===== src/rdioc_pkg.sv =====
package rdioc_pkg;
// Overview of operation
// - ready output high while remote mode enabled and system is in standby; the code gates it with dio_en_i, not din_en_i
// - ready drops on start, stays low until after stop, returns in standby
// - start and stop each give a high pulse of about 200 ms on own line
// - status-change line goes high with every start or stop pulse
// - ready, start, stop and status stay low unless remote mode enabled; the code gates them with dio_en_i, not din_en_i
// - remote-mode line high for as long as digital input enable is set
// - level input high runs the test, low level stops it
// - eight pattern inputs evaluated only while digital input enable is set
// - each command has eight-bit mask, bit 7 is the highest input line
// - a mask with several ones needs all marked inputs high together
// - detected pattern executes its command: start, stop, pause or continue
// - an indefinite schedule pause holds drive until a continue arrives
// - continue during a schedule pause resumes vibration at once
// - decoded start begins a test just as a local start would
// - decoded continue out of a pause advances the schedule to its next entry

    // ------------------------------------------------------------
    // timing
    // ------------------------------------------------------------
    localparam int unsigned RDIOC_CLK_HZ = 40000000;
    localparam int unsigned RDIOC_PULSE_MS = 200;
    localparam int unsigned RDIOC_QUAL_MS = 200;
    // longest time: round down
    localparam int unsigned RDIOC_PULSE_CYC =
        RDIOC_CLK_HZ / 1000 * RDIOC_PULSE_MS;
    // least time: round up
    localparam int unsigned RDIOC_QUAL_CYC =
        (RDIOC_CLK_HZ / 1000 * RDIOC_QUAL_MS + 999) / 1000 * 1000;
    localparam int unsigned RDIOC_CNT_W = 24;

    // ------------------------------------------------------------
    // pattern inputs and commands
    // ------------------------------------------------------------
    localparam int unsigned RDIOC_NIN = 8;
    localparam logic [7:0] RDIOC_MASK_RST = 8'h00;
    localparam logic [RDIOC_CNT_W-1:0] RDIOC_CNT_ZERO = 24'h000000;
    localparam logic [RDIOC_CNT_W-1:0] RDIOC_CNT_ONE = 24'h000001;

    // test sequencing states
    typedef enum logic [2:0]
    {
        RDIOC_ST_IDLE,
        RDIOC_ST_RUN,
        RDIOC_ST_PAUSE,
        RDIOC_ST_STOPPING
    } rdioc_state_type;
endpackage


===== src/rdioc_filter.sv =====
`timescale 1ns/1ps
// ------------------------------------------------------------
// input synchroniser and qualification filter, one per line
// ------------------------------------------------------------
module rdioc_filter
#(
    parameter int unsigned QUAL_CYC = rdioc_pkg::RDIOC_QUAL_CYC
)
(
    input wire logic clk_i,
    input wire logic arst_n_i,
    input wire logic pin_i,
    output logic level_o
);
    import rdioc_pkg::*;

    logic s1_r;
    logic s2_r;
    logic s3_r;
    logic [RDIOC_CNT_W-1:0] cnt_r;

    // three stages; only s2 and s3 are looked at downstream
    always_ff @(posedge clk_i or negedge arst_n_i)
    begin
        if (!arst_n_i)
        begin
            s1_r <= 1'b0;
            s2_r <= 1'b0;
            s3_r <= 1'b0;
        end
        else
        begin
            s1_r <= pin_i;
            s2_r <= s1_r;
            s3_r <= s2_r;
        end
    end

    // a high only counts once it persisted the whole interval; a low held two
    // cycles restarts the count, a one-cycle glitch from relay bounce only holds it
    always_ff @(posedge clk_i or negedge arst_n_i)
    begin
        if (!arst_n_i)
        begin
            cnt_r <= RDIOC_CNT_ZERO;
            level_o <= 1'b0;
        end
        else if (s2_r && s3_r)
        begin
            if (cnt_r >= QUAL_CYC[RDIOC_CNT_W-1:0] - RDIOC_CNT_ONE)
                level_o <= 1'b1;
            else
                cnt_r <= cnt_r + RDIOC_CNT_ONE;
        end
        else if (!s2_r && !s3_r)
        begin
            cnt_r <= RDIOC_CNT_ZERO;
            level_o <= 1'b0;
        end
    end
endmodule // rdioc_filter


===== src/rdioc_port.sv =====
`timescale 1ns/1ps
// ------------------------------------------------------------
// remote digital i/o control port
// ------------------------------------------------------------
module rdioc_port
#(
    parameter int unsigned PULSE_CYC = rdioc_pkg::RDIOC_PULSE_CYC,
    parameter int unsigned QUAL_CYC = rdioc_pkg::RDIOC_QUAL_CYC
)
(
    input wire logic clk_i,
    input wire logic arst_n_i,
    input wire logic dio_en_i,
    input wire logic din_en_i,
    input wire logic [7:0] start_mask_i,
    input wire logic [7:0] stop_mask_i,
    input wire logic [7:0] pause_mask_i,
    input wire logic [7:0] cont_mask_i,
    input wire logic level_run_pin_i,
    input wire logic [rdioc_pkg::RDIOC_NIN-1:0] cmd_pin_i,
    input wire logic local_start_i,
    input wire logic local_stop_i,
    input wire logic sched_pause_i,
    input wire logic test_done_i,
    input wire logic standby_i,
    output logic ready_o,
    output logic start_pulse_o,
    output logic stop_pulse_o,
    output logic status_chg_o,
    output logic remote_mode_o,
    output logic drive_on_o,
    output logic paused_o,
    output logic sched_adv_o,
    output logic [rdioc_pkg::RDIOC_NIN-1:0] din_level_o
);
    import rdioc_pkg::*;

    rdioc_state_type state_r;
    logic lvl_q;
    logic lvl_prev_r;
    logic [RDIOC_NIN-1:0] cmd_q;
    logic [3:0] hit_prev_r;
    logic [3:0] hit;
    logic [3:0] fire;
    logic lvl_rise;
    logic lvl_fall;
    logic do_start;
    logic do_stop;
    logic do_pause;
    logic do_cont;
    logic [RDIOC_CNT_W-1:0] st_cnt_r;
    logic [RDIOC_CNT_W-1:0] sp_cnt_r;

    // ------------------------------------------------------------
    // input qualification
    // ------------------------------------------------------------
    rdioc_filter #(.QUAL_CYC(QUAL_CYC)) u_lvl
    (
        .clk_i(clk_i),
        .arst_n_i(arst_n_i),
        .pin_i(level_run_pin_i),
        .level_o(lvl_q)
    );

    // one filter per pattern line
    genvar gi;
    generate
        for (gi = 0; gi < RDIOC_NIN; gi++)
        begin : g_in
            rdioc_filter #(.QUAL_CYC(QUAL_CYC)) u_f
            (
                .clk_i(clk_i),
                .arst_n_i(arst_n_i),
                .pin_i(cmd_pin_i[gi]),
                .level_o(cmd_q[gi])
            );
        end
    endgenerate

    assign din_level_o = cmd_q;

    // ------------------------------------------------------------
    // pattern decode
    // ------------------------------------------------------------
    // all marked lines must be high together; an empty mask never fires,
    // so an unconfigured command stays dormant after reset
    function automatic logic match(input logic [7:0] m,
                                   input logic [7:0] v);
        match = (m != RDIOC_MASK_RST) && ((v & m) == m);
    endfunction

    // decode gated by the input enable
    always_comb
    begin
        hit[0] = din_en_i && match(start_mask_i, cmd_q);
        hit[1] = din_en_i && match(stop_mask_i, cmd_q);
        hit[2] = din_en_i && match(pause_mask_i, cmd_q);
        hit[3] = din_en_i && match(cont_mask_i, cmd_q);
    end

    // rising edge of a match: fires once per assertion
    assign fire = hit & ~hit_prev_r;
    assign lvl_rise = lvl_q && !lvl_prev_r;
    assign lvl_fall = !lvl_q && lvl_prev_r;

    always_ff @(posedge clk_i or negedge arst_n_i)
    begin
        if (!arst_n_i)
        begin
            hit_prev_r <= 4'h0;
            lvl_prev_r <= 1'b0;
        end
        else
        begin
            hit_prev_r <= hit;
            lvl_prev_r <= lvl_q;
        end
    end

    // stop takes priority over start when both arrive together
    assign do_stop = fire[1] || lvl_fall || local_stop_i;
    assign do_start = !do_stop
        && (fire[0] || lvl_rise || local_start_i);
    assign do_pause = fire[2];
    assign do_cont = fire[3];

    // ------------------------------------------------------------
    // test sequencing
    // ------------------------------------------------------------
    // stopping lingers until the system reports standby, so ready is
    // only raised once the drive has really wound down
    always_ff @(posedge clk_i or negedge arst_n_i)
    begin
        if (!arst_n_i)
            state_r <= RDIOC_ST_IDLE;
        else
        begin
            case (state_r)
                RDIOC_ST_IDLE:
                    if (do_start && standby_i)
                        state_r <= RDIOC_ST_RUN;
                RDIOC_ST_RUN:
                    if (do_stop || test_done_i)
                        state_r <= RDIOC_ST_STOPPING;
                    else if (do_pause || sched_pause_i)
                        state_r <= RDIOC_ST_PAUSE;
                RDIOC_ST_PAUSE:
                    if (do_stop)
                        state_r <= RDIOC_ST_STOPPING;
                    else if (do_cont)
                        state_r <= RDIOC_ST_RUN;
                RDIOC_ST_STOPPING:
                    if (standby_i)
                        state_r <= RDIOC_ST_IDLE;
                default:
                    state_r <= RDIOC_ST_IDLE;
            endcase
        end
    end

    // schedule advance pulse on a continue out of a pause
    always_ff @(posedge clk_i or negedge arst_n_i)
    begin
        if (!arst_n_i)
            sched_adv_o <= 1'b0;
        else
            sched_adv_o <= (state_r == RDIOC_ST_PAUSE)
                && do_cont && !do_stop;
    end

    // drive follows the state with no extra delay
    assign drive_on_o = (state_r == RDIOC_ST_RUN);
    assign paused_o = (state_r == RDIOC_ST_PAUSE);

    // ------------------------------------------------------------
    // status pulses
    // ------------------------------------------------------------
    // counters run in any mode; outputs are masked by the enable below
    always_ff @(posedge clk_i or negedge arst_n_i)
    begin
        if (!arst_n_i)
        begin
            st_cnt_r <= RDIOC_CNT_ZERO;
            sp_cnt_r <= RDIOC_CNT_ZERO;
        end
        else
        begin
            if (state_r == RDIOC_ST_IDLE && do_start && standby_i)
                st_cnt_r <= PULSE_CYC[RDIOC_CNT_W-1:0];
            else if (st_cnt_r != RDIOC_CNT_ZERO)
                st_cnt_r <= st_cnt_r - RDIOC_CNT_ONE;
            if ((state_r == RDIOC_ST_RUN || state_r == RDIOC_ST_PAUSE)
                && (do_stop || (test_done_i && state_r == RDIOC_ST_RUN)))
                sp_cnt_r <= PULSE_CYC[RDIOC_CNT_W-1:0];
            else if (sp_cnt_r != RDIOC_CNT_ZERO)
                sp_cnt_r <= sp_cnt_r - RDIOC_CNT_ONE;
        end
    end

    // ------------------------------------------------------------
    // outputs
    // ------------------------------------------------------------
    always_ff @(posedge clk_i or negedge arst_n_i)
    begin
        if (!arst_n_i)
        begin
            ready_o <= 1'b0;
            start_pulse_o <= 1'b0;
            stop_pulse_o <= 1'b0;
            status_chg_o <= 1'b0;
            remote_mode_o <= 1'b0;
        end
        else
        begin
            ready_o <= dio_en_i && (state_r == RDIOC_ST_IDLE)
                && standby_i;
            start_pulse_o <= dio_en_i
                && (st_cnt_r != RDIOC_CNT_ZERO);
            stop_pulse_o <= dio_en_i
                && (sp_cnt_r != RDIOC_CNT_ZERO);
            status_chg_o <= dio_en_i && ((st_cnt_r != RDIOC_CNT_ZERO)
                || (sp_cnt_r != RDIOC_CNT_ZERO));
            remote_mode_o <= din_en_i;
        end
    end
endmodule // rdioc_port


===== config.mk =====
export PLATFORM = sky130hd
export DESIGN_NAME = rdioc_port
export DESIGN_NICKNAME = d
export VERILOG_FILES = /design/src/rdioc_pkg.sv /design/src/rdioc_filter.sv /design/src/rdioc_port.sv
export SDC_FILE = /design/constraint.sdc
export NUM_CORES = 1
export LEC_CHECK = 0
export BUFFER_PORTS_ARGS = -buffer_cell sky130_fd_sc_hd__buf_2
export CORE_UTILIZATION = 39
export DETAILED_ROUTE_END_ITERATION = 8
export GPL_ROUTABILITY_DRIVEN = 0
export PLACE_DENSITY = 0.66
export SLEW_MARGIN = 0
export SYNTH_ARGS = -nofsm -noshare
export SYNTH_HDL_FRONTEND = slang
export SYNTH_SLANG_ARGS = --single-unit

===== constraint.sdc =====
create_clock -name clk_i -period 5.4 [get_ports clk_i]
set_input_delay 0.27 -clock clk_i [delete_from_list [all_inputs] [get_ports clk_i]]
set_output_delay 0.27 -clock clk_i [all_outputs]
set_load 0.005 [all_outputs]

# After elaboration in Yosys (flattened, before gate mapping)
# Cells that the tools add are included.
[classes]
add_sub_neg = 11
n_bitwise = 6
n_reduce_logical = 108
eq_ne = 29
n_lt_le_gt_ge = 9
n_mux = 65
[ops]
columns = ["op", "count"]
rows = [
  ["$mux W24", 31],
  ["$add A24 B1 Y24 const B", 9],
  ["$ge A24 B23 Y1 const B", 9],
  ["$reduce_bool A24 Y1", 2],
  ["$sub A24 B1 Y24 const B", 2],
  ["$logic_and A1 B1 Y1", 41],
  ["$ne A2 B2 Y1 const B", 20],
  ["$reduce_and A2 Y1", 18],
  ["$and A8 B8 Y8", 4],
  ["$eq A8 B8 Y1", 4],
  ["$reduce_bool A8 Y1", 4],
  ["$mux W1", 27],
  ["$reduce_bool A2 Y1", 11],
  ["$logic_not A1 Y1", 21],
  ["$mux W3", 6],
  ["$pmux W3 S4", 1],
  ["$logic_or A1 B1 Y1", 9],
  ["$eq A3 B2 Y1 const B", 2],
  ["$ne A3 B1 Y1 const B", 2],
  ["$and A4 B4 Y4", 1],
  ["$not A4 Y4", 1],
  ["$reduce_and A4 Y1", 1],
  ["$eq A3 B1 Y1 const B", 1],
  ["$logic_not A3 Y1", 1],
]
[totals]
regBits = 314
output_inout_bits = 16
elab_cells = 284

# Longest topological paths before layout
# Gate-level depths: netlist (run 1).
[depth]
ltp_word = 12
ltp_mapped = 10
ltp_nobuf = 9

# Cells and area by module
# Synthesis (run 1) repeated with hierarchy kept, for this count alone.
[unflattened]
hier_cells = 1857
hier_area_um2 = 18201.2
[modules_own_cells]
columns = ["mod", "cells_each", "seq_area_each_um2", "area_per_inst_um2", "n_inst"]
rows = [
  ["rdioc_filter", 167, 700.7, 1649.1, 9],
  ["rdioc_port", 354, 1526.5, 3359.5, 1],
]

# Worst setup path after synthesis (run 1)
# Ideal clock, no wire load.
[synth_timing]
path_type = "register to register"
start = "reg g_in[3].u_f.cnt_r[0]"
end = "reg g_in[3].u_f.cnt_r[21]"
arrival_ns = 2.436
stages_incl_launch_ff = 10
slack_ns = 2.886
t_required_ns = 5.323
path_buffers = 1
cell_sequence = "dfrtp_1 -> ha_1 -> nand4_1 -> o211ai_1 -> a31o_1 -> a311o_1 -> or3_1 -> clkbuf_1 -> or4_1 -> a21oi_1"
[synth_via]
elab_chain_len = 3
[synth_rtl]
columns = ["element", "line_no", "rtl"]
rows = [
  ["from (decl)", "rdioc_filter.sv:20", "logic [RDIOC_CNT_W-1:0] cnt_r;"],
  ["from (signal assigned)", "rdioc_filter.sv:53", "cnt_r <= cnt_r + RDIOC_CNT_ONE;"],
  ["$add A24 B1 Y24 / $ge A24 B23 Y1 (equally long branches)", "rdioc_filter.sv:53, rdioc_filter.sv:50", ""],
  ["$mux W24 / $ne A2 B2 Y1 (equally long branches)", "n/a", ""],
  ["$mux W24 / $reduce_and A2 Y1 (equally long branches)", "n/a", ""],
]
# Parallel ways exist; a longest one is shown, timed or not. The select of a mux whose other input is x is not followed.
# A chain may end at the register's enable or synchronous reset.

# Final worst setup path (run 1)
[layout_timing]
start = "reg st_cnt_r[4]"
end = "reg st_cnt_r[19]"
[layout_via]
elab_chain_len = 3
[layout_rtl]
columns = ["element", "line_no", "rtl"]
rows = [
  ["from (decl)", "rdioc_port.sv:51", "logic [RDIOC_CNT_W-1:0] st_cnt_r;"],
  ["from (signal assigned)", "rdioc_port.sv:189", "st_cnt_r <= PULSE_CYC[RDIOC_CNT_W-1:0];"],
  ["from (signal assigned)", "rdioc_port.sv:191", "st_cnt_r <= st_cnt_r - RDIOC_CNT_ONE;"],
  ["$sub A24 B1 Y24", "rdioc_port.sv:191", ""],
  ["$mux W24", "rdioc_port.sv:190", "else if (st_cnt_r != RDIOC_CNT_ZERO)"],
  ["$mux W24", "rdioc_port.sv:188", "if (state_r == RDIOC_ST_IDLE && do_start && standby_i)"],
]
# Parallel ways exist; a longest one is shown, timed or not. The select of a mux whose other input is x is not followed.

==> results of run 1 <==
kinds of logic (layout without fill, tap and decap cells):
family	after synthesis	count (layout)	synth area share
multiplexers	57	57	0.0372
AO/OA/AOI/OAI	246	246	0.106
buffers and inverters	97	191	0.0256
XOR/XNOR	99	99	0.0562
adder cells (fa/ha/maj)	16	16	0.0130
AND/OR/NAND/NOR	789	789	0.254
flip-flops	313	313	0.508
cell usage after synthesis, drive strengths merged, types with 16 or more instances:
cell / n
dfrtp: 313
nand2: 198
nor2: 167
nand3: 111
o21ai: 80
nor3: 58
mux2i: 54
xnor2: 53
nand4: 51
and3: 48
clkbuf: 46
xor2: 46
inv: 42
nor4: 35
o31ai: 34
a21oi: 31
and2: 24
o211ai: 23
and4: 17
or2: 17
ha: 16
metrics by stage:
| stage | hold slack, ns | util | setup WS, ns | area, um^2 |
|---|---|---|---|---|
| after detailed placement | 0.340 | 0.418 | 2.46 | 16200 |
| after global routing | 0.0280 | 0.454 | 2.10 | 17600 |
| after floorplan | -0.0256 | - | 2.89 | 15400 |
| after CTS | 0.0171 | 0.454 | 2.43 | 17600 |
| final | 0.0427 | 0.454 | 2.44 | 17600 |
| after global placement | 0.338 | 0.418 | 2.59 | 16200 |
layer usage:
metal | routed length (um) | up-vias | part of all wire
met1 | 15900 | 5915 | 0.48
met5 | 0 | - | 0
met2 | 15300 | 222 | 0.47
met3 | 1060 | 44 | 0.032
li1 | - | 5973 | -
met4 | 627 | 0 | 0.019
power by group through the flow:
stage | registers (mW) | logic, mW | clock network (mW)
2_1_floorplan | 2.68 | 0.486 | 0
3_3_place_gp | 2.71 | 0.655 | 0
3_5_place_dp | 2.71 | 0.679 | 0
4_1_cts | 2.67 | 0.692 | 2.65
5_1_grt | 2.70 | 0.788 | 2.73
6_report | 2.68 | 0.683 | 2.57
placed cells by master (no fill, tap or decap), types with 48 or more instances in the layout:
| cell type | n |
|---|---|
| dfrtp_1 | 313 |
| nand2_1 | 198 |
| nand4_1 | 51 |
| xnor2_1 | 53 |
| nor2_1 | 167 |
| nor3_1 | 58 |
| buf_2 | 64 |
| nand3_1 | 111 |
| mux2i_1 | 54 |
| o21ai_0 | 80 |
| and3_1 | 48 |
how the worst max path moves through the flow:
stage | slack, ns | end
floorplan | 2.89 | g_in[3].u_f.cnt_r[21]$_DFFE_PN0P_
global placement | 2.59 | st_cnt_r[21]$_DFFE_PN0P_
detailed placement | 2.46 | st_cnt_r[19]$_DFFE_PN0P_
CTS | 2.43 | st_cnt_r[19]$_DFFE_PN0P_
global route | 2.10 | st_cnt_r[23]$_DFFE_PN0P_
finish | 2.44 | st_cnt_r[19]$_DFFE_PN0P_
cell type report:
cell class / instances / area, um^2
Fill cell: 3684 / 21200
Sequential cell: 313 / 7830
Multi-Input combinational cell: 1207 / 7190
Clock buffer: 48 / 1050
Tap cell: 518 / 648
Timing Repair Buffer: 83 / 510
Clock inverter: 18 / 235
Inverter: 42 / 158
state kept, by name, summed over array words and instances (netlist names), 2 cells and up:
| name | count |
|---|---|
| sp_cnt_r | 24 |
| g_in.u_f.cnt_r | 192 |
| state_r | 2 |
| g_in.u_f.s1_r | 8 |
| g_in.u_f.level_o | 8 |
| g_in.u_f.s3_r | 8 |
| st_cnt_r | 24 |
| hit_prev_r | 4 |
| g_in.u_f.s2_r | 8 |
| u_lvl.cnt_r | 24 |
==> impl_results.md, run 1 <==
* Status: finished clean
* Global routing's busiest layer: met2
* Sequential share of the synthesized area at 0.508
* Min-Delay Endpoint: start_pulse_o$_DFF_PN0_
* Initial DRC count at 693
* CTS tree: yes
* Worst vdd ir at 208 uV
* Normalized max-slew margin at 0.352
* Vias/cell at 5.45
* Stages on worst setup path at 7
* Critical path endpoint category: flop
* Final net count at 1,749
* Reg2reg path depth at 7
* Clock Latency Late Sink at 0.52 ns
* Placed cells at 2,152
* Max Slew Vio Count at 0
* Synth Register Bits at 313
* Routing usage on met3 at 0.0229
* Switching pwr at 1.54 mW
* Vias in the first global route at 11,900
* PortBufs at 65
* Initial antenna violation count at 0
* Static leakage at 7.72 nW
* Switching part of the total at 0.259
* Starting Density at 0.397
* Seq pwr share at 0.451
* Hold path depth at 2
* Reg2reg end: st_cnt_r[19]$_DFFE_PN0P_
* GR Util met2 at 0.277
* Die Y at 201 um
* Fmax at 338 MHz
* PwrDens at 337 nW/um^2
* Root cell of the clock tree: clkbuf_16
* Fin crit period at 2.96 ns
* Dominant cell type by area after synthesis: dfrtp_1
* Cell Rows at 72
* Avg Cell Area, Syn at 9.54 um^2
* Post-Synthesis Net Count at 1,683
* Detail Route Antenna Nets at 0
* Cell count after synthesis at 1,617
* H-tree lvl count at 2
* Hold path startpoint: dio_en_i
* Number of synthesis warnings at 0
* Max cap viols at 0
* Hold/Removal Path Class: in -> reg
* Worst-path fanout max at 11
* Tcrit/Tclk final at 0.548
* Die Wd at 201 um
* Overflow after GRT at 0
* Count of cells resized by post-cts repair at 0
* Top Ports at 66
* Crit. Startpoint: st_cnt_r[4]$_DFFE_PN0P_
* Worst-Margin Slew at 0.964 ns
* ANT cells at 0
* Largest net degree at the start of global routing at 146
* CTS Hold Bufs at 11
* Most used DFF post-synth: dfrtp_1
* CP arrival at 3.34 ns
* Setup crit start kind: flop
* DR WL/cell at 14.8 um
* R2R Setup Slk at 2.44 ns
* Worst EP required at 5.78 ns
* Vias at 12,200
* WP buf/inv at 0
* Synth async-reset ratio at 1.00
* Slowest stage delay, CP at 0.58 ns
* Die ar. at 40,300 um^2
* Post-synth EDFFs at 0
* R2R Path Start: st_cnt_r[4]$_DFFE_PN0P_
* Layout cells sized above 1 at 0.0935
* Total GRT Usage at 0.165
* Post-Layout Cell Count at 2,229
* Combinational share of power at 0.115
* Fin. Hold Viols at 0
* Cell Area, Synth at 15,400 um^2
* Int Pwr at 4.40 mW
* DRC at 0
* Setup TNS at 0 ns
* First-pass GRT wire length at 56,700 um
* Clock buffer depth at 3
* RSZ-0062 raised after global routing: false
* 1st-pass router iterations at 5
* Yosys cell types at 58
* Met1 usage at 0.223
* Post-Route WL at 32,900 um
* Worst path cell trace: or4_1 -> nor4_1 -> nand4b_1 -> nand4b_1 -> nor4_1 -> xnor2_1 -> nand2_1
* CP max-delay cell: or4_1
* CTS clock-pin slew for the worst setup and hold paths at 0.06 ns
* Layout Area Growth over Synthesis at 14.3%
* Top delay family on crit path: simple AND/OR/NAND/NOR gates
* Post-CTS Setup Inserts at 0
* Sink Count at 313
* Synth area leaders: dfrtp_1 (51%), nand2_1 (4.8%), nor2_1 (4.1%), nand3_1 (3.6%), mux2i_1 (3.5%)
* CP Class: reg -> reg
* Core area at 38,800 um^2
* CTS Buf Count at 36
* Clk pwr share at 0.434
* Post-DP HPWL at 22,600 um
* Skew final at 0.0206 ns
* Yosys top cell area share at 0.508
* Setup Viol. Count Final at 0
* Pwr Total at 5.94 mW
Power figures use the tool's default switching activity.
==> inputs of run 2 (changes only) <==
Settings changed: ABC_AREA set to 1, PLACE_DENSITY 0.66 to 0.67.
Clock period 5.4 ns to 2.4 ns, I/O delays scaled along.
==> run 2 against run 1 <==
Sequential share of layout area decreased by 8.4 points. Via count is 44% higher. Critical path depth shrank 1. Sequential power is 120% higher. Clock power increased by 150%. Die area grew 23%. Core utilization about the same. Global-route usage grew 3.3 points. Critical path type unchanged. Final cell count up 53%. Synthesized cell count up 64%.
==> impl_results.md, run 2 <==
* Status: finished clean
* CP arrival at 2.68 ns (-0.66 ns)
* Cell count after synthesis at 2,649 (+64%)
* Detail Route Antenna Nets at 0 (unchanged)
* Fin. Hold Viols at 0 (unchanged)
* Post-Layout Cell Count at 3,408 (+53%)
* Hold/Removal Path Class: in -> reg
* R2R Setup Slk at 0.21 ns (-2.23 ns)
* Seq pwr share at 0.413 (-0.038)
* Slowest stage delay, CP at 0.59 ns (about the same)
* Worst vdd ir at 531 uV (+160%)
* Die Y at 223 um (+11%)
* Worst path cell trace: inv_1 -> nand2_1 -> nand3_1 -> dlygate4sd3_1 -> nor4_1 -> dlygate4sd3_1
* CTS tree: yes
* Starting Density at 0.397 (about the same)
* Most common cell in the netlist: nand2_1
* Fmax at 457 MHz (+35%)
* Commonest cells post-synth: nand2_1 (730), nor2_1 (398), dfrtp_1 (313)
* Fin crit period at 2.19 ns (-0.772 ns)
* Synth Register Bits at 313 (unchanged)
* Synth area leaders: dfrtp_1 (41%), nand2_1 (14%), nor2_1 (7.8%), nand3_1 (6.0%), xor2_1 (5.5%)
* Max cap viols at 0 (unchanged)
* Post-Synthesis Net Count at 2,715 (+61%)
* CP max-delay cell: dlygate4sd3_1
* Switching pwr at 4.03 mW (+160%)
* Core area at 47,900 um^2 (+23%)
* Yosys cell types at 47 (-19%)
* Setup crit start kind: flop
* CTS Buf Count at 39 (+8.3%)
* Skew final at 0.0230 ns (+0.00235 ns)
* Die Wd at 223 um (+11%)
* Max Slew Vio Count at 0 (unchanged)
* Total GRT Usage at 0.198 (+0.0332)
* Top Ports at 66 (unchanged)
* Overflow after GRT at 0 (unchanged)
* Yosys top cell area share at 0.411 (-0.0965)
* Placed cells at 3,304 (+54%)
* Worst-path fanout max at 5 (-6)
* CTS clock-pin slew for the worst setup and hold paths at 0.06 ns (about the same)
* Vias/cell at 5.14 (-5.7%)
* Root cell of the clock tree: clkbuf_16
* Static leakage at 9.85 nW (+28%)
* Max reg flops at 192 (unchanged)
* Dominant cell type by area after synthesis: dfrtp_1
* Worst-Margin Slew at 0.671 ns (-0.292 ns)
* Sink Count at 313 (unchanged)
* Layout cells sized above 1 at 0.0823 (-0.0112)
* Post-DP HPWL at 35,900 um (+59%)
* Initial antenna violation count at 16 (+16)
* PwrDens at 664 nW/um^2 (+97%)
* Number of synthesis warnings at 0 (unchanged)
* Int Pwr at 10.4 mW (+140%)
* Top reg by flops: g_in.u_f.cnt_r
* Critical path endpoint category: flop
* Final net count at 2,821 (+61%)
* CP Class: reg -> reg
* Cell Rows at 80 (+11%)
* Worst EP required at 2.89 ns (-2.89 ns)
* Vias at 17,500 (+44%)
* Normalized max-slew margin at 0.551 (+0.199)
* Avg Cell Area, Syn at 7.19 um^2 (-25%)
* Commonest non-fill, non-tap cell in the layout: nand2_1
* Synth async-reset ratio at 1.00 (unchanged)
* Initial DRC count at 1,422 (+110%)
* Clock Latency Late Sink at 0.55 ns (+0.03 ns)
* FF/Latch Area at 7830 um^2 (unchanged)
* Die ar. at 49,700 um^2 (+23%)
* Setup Viol. Count Final at 0 (unchanged)
* Switching part of the total at 0.279 (+0.0199)
* Clock buffer depth at 3 (unchanged)
* Setup TNS at 0 ns (unchanged)
* Fillcell total at 4,734 (+29%)
* Most frequent cells in the layout: nand2_1 (730), nor2_1 (398), dfrtp_1 (313)
* First-pass GRT wire length at 81,800 um (+44%)
* Area of the multi-input gates at 9760 um^2 (+36%)
* Post-synth EDFFs at 0 (unchanged)
* Clk pwr share at 0.441 (+0.007)
* DRC at 0 (unchanged)
* RSZ-0062 raised after global routing: false
* PortBufs at 65 (unchanged)
* Tcrit/Tclk final at 0.912 (+0.363)
* CP most frequent cell: dlygate4sd3_1
* Vias in the first global route at 16,800 (+42%)
* Post-Route WL at 48,700 um (+48%)
* Largest net degree at the start of global routing at 73 (-50%)
* H-tree lvl count at 2 (unchanged)
* Sequential share of the synthesized area at 0.411 (-0.0965)
* Layout Area Growth over Synthesis at 14.2% (about the same)
* DR WL/cell at 14.3 um (-3.2%)
* Combinational share of power at 0.146 (+0.031)
* 1st-pass router iterations at 7 (+2)
* Cell Area, Synth at 19,000 um^2 (+23%)
* Most used DFF post-synth: dfrtp_1
## run 2: worst paths after layout
check,startpoint,end,cells past startpoint
setup / recovery,g_in[3].u_f.level_o$_DFFE_PN0P_,hit_prev_r[2]$_DFF_PN0_,6
hold reg to reg,g_in[7].u_f.s1_r$_DFF_PN0_,g_in[7].u_f.s2_r$_DFF_PN0_,0
max in group asynchronous,arst_n_i,ready_o$_DFF_PN0_,3
setup reg to reg,g_in[3].u_f.level_o$_DFFE_PN0P_,hit_prev_r[2]$_DFF_PN0_,6
hold / removal,local_stop_i,sched_adv_o$_DFF_PN0_,6
min in group asynchronous,arst_n_i,g_in[7].u_f.cnt_r[7]$_DFFE_PN0P_,2
## run 2: area by class of cell
cell class | count | area share
Tap cell | 615 | 0.0354
Clock buffer | 51 | 0.0497
Antenna cell | 11 | 0.00127
Multi-Input combinational cell | 1998 | 0.449
Sequential cell | 313 | 0.360
Inverter | 270 | 0.0468
Clock inverter | 17 | 0.0140
Timing Repair Buffer | 133 | 0.0435
## run 2: per-stage QoR
step	power, mW	hold WS [ns]	cell area [um^2]	setup WS [ns]	utilization
after floorplan	7.45	-0.176	19000	0.582	-
after global placement	8.06	0.135	20100	0.318	0.419
after detailed placement	8.13	0.145	20100	0.247	0.419
after CTS	14.6	0.100	21700	0.220	0.453
after global routing	15.2	0.144	21700	0.0153	0.453
final	14.4	0.138	21700	0.212	0.453
## run 2: worst max-delay path: cells and delay by family, from the launching register on
kind / cells / cell delay, ns
buffers and inverters: 3 / 1.29
and+or+nand+nor: 3 / 0.51
DFF: 1 / 0.34
## run 2: timing repair
action / 4_1_cts / 5_1_grt
endpoints found under the setup margin: 0 / 6
resized for setup: 0 / 1
hold buffers: 25 / 0
endpoints found under the hold margin: 83 / 0
buffers inserted: 0 / 0
## run 2: kinds of logic after synthesis
group	Yosys count	synth area share
multiplexers	2	0.00105
XOR/XNOR	163	0.0750
flip-flops	313	0.411
AO/OA/AOI/OAI	181	0.0523
AND/OR/NAND/NOR	1636	0.374
buffers and inverters	338	0.0757
adder cells (fa/ha/maj)	16	0.0105
## run 2: per-layer routing
layer | GRT usage | vias to the layer above | routed length (um) | part of all wire
li1 | - | 8734 | - | -
met1 | 0.257 | 8137 | 21600 | 0.44
met2 | 0.323 | 529 | 22200 | 0.46
met3 | 0.0436 | 106 | 3400 | 0.070
met4 | 0.0750 | 10 | 1450 | 0.030
met5 | 0 | - | 57 | 0.0012
## run 2: power groups by stage
stage                     Combinational (mW)  Clock [mW]  Sequential [mW]
after CTS                               2.12        6.55             5.96
final                                   2.11        6.37             5.97
after global routing                    2.41        6.74             6.01
after floorplan                         1.50           0             5.96
after global placement                  2.02           0             6.04
after detailed placement                2.09           0             6.04
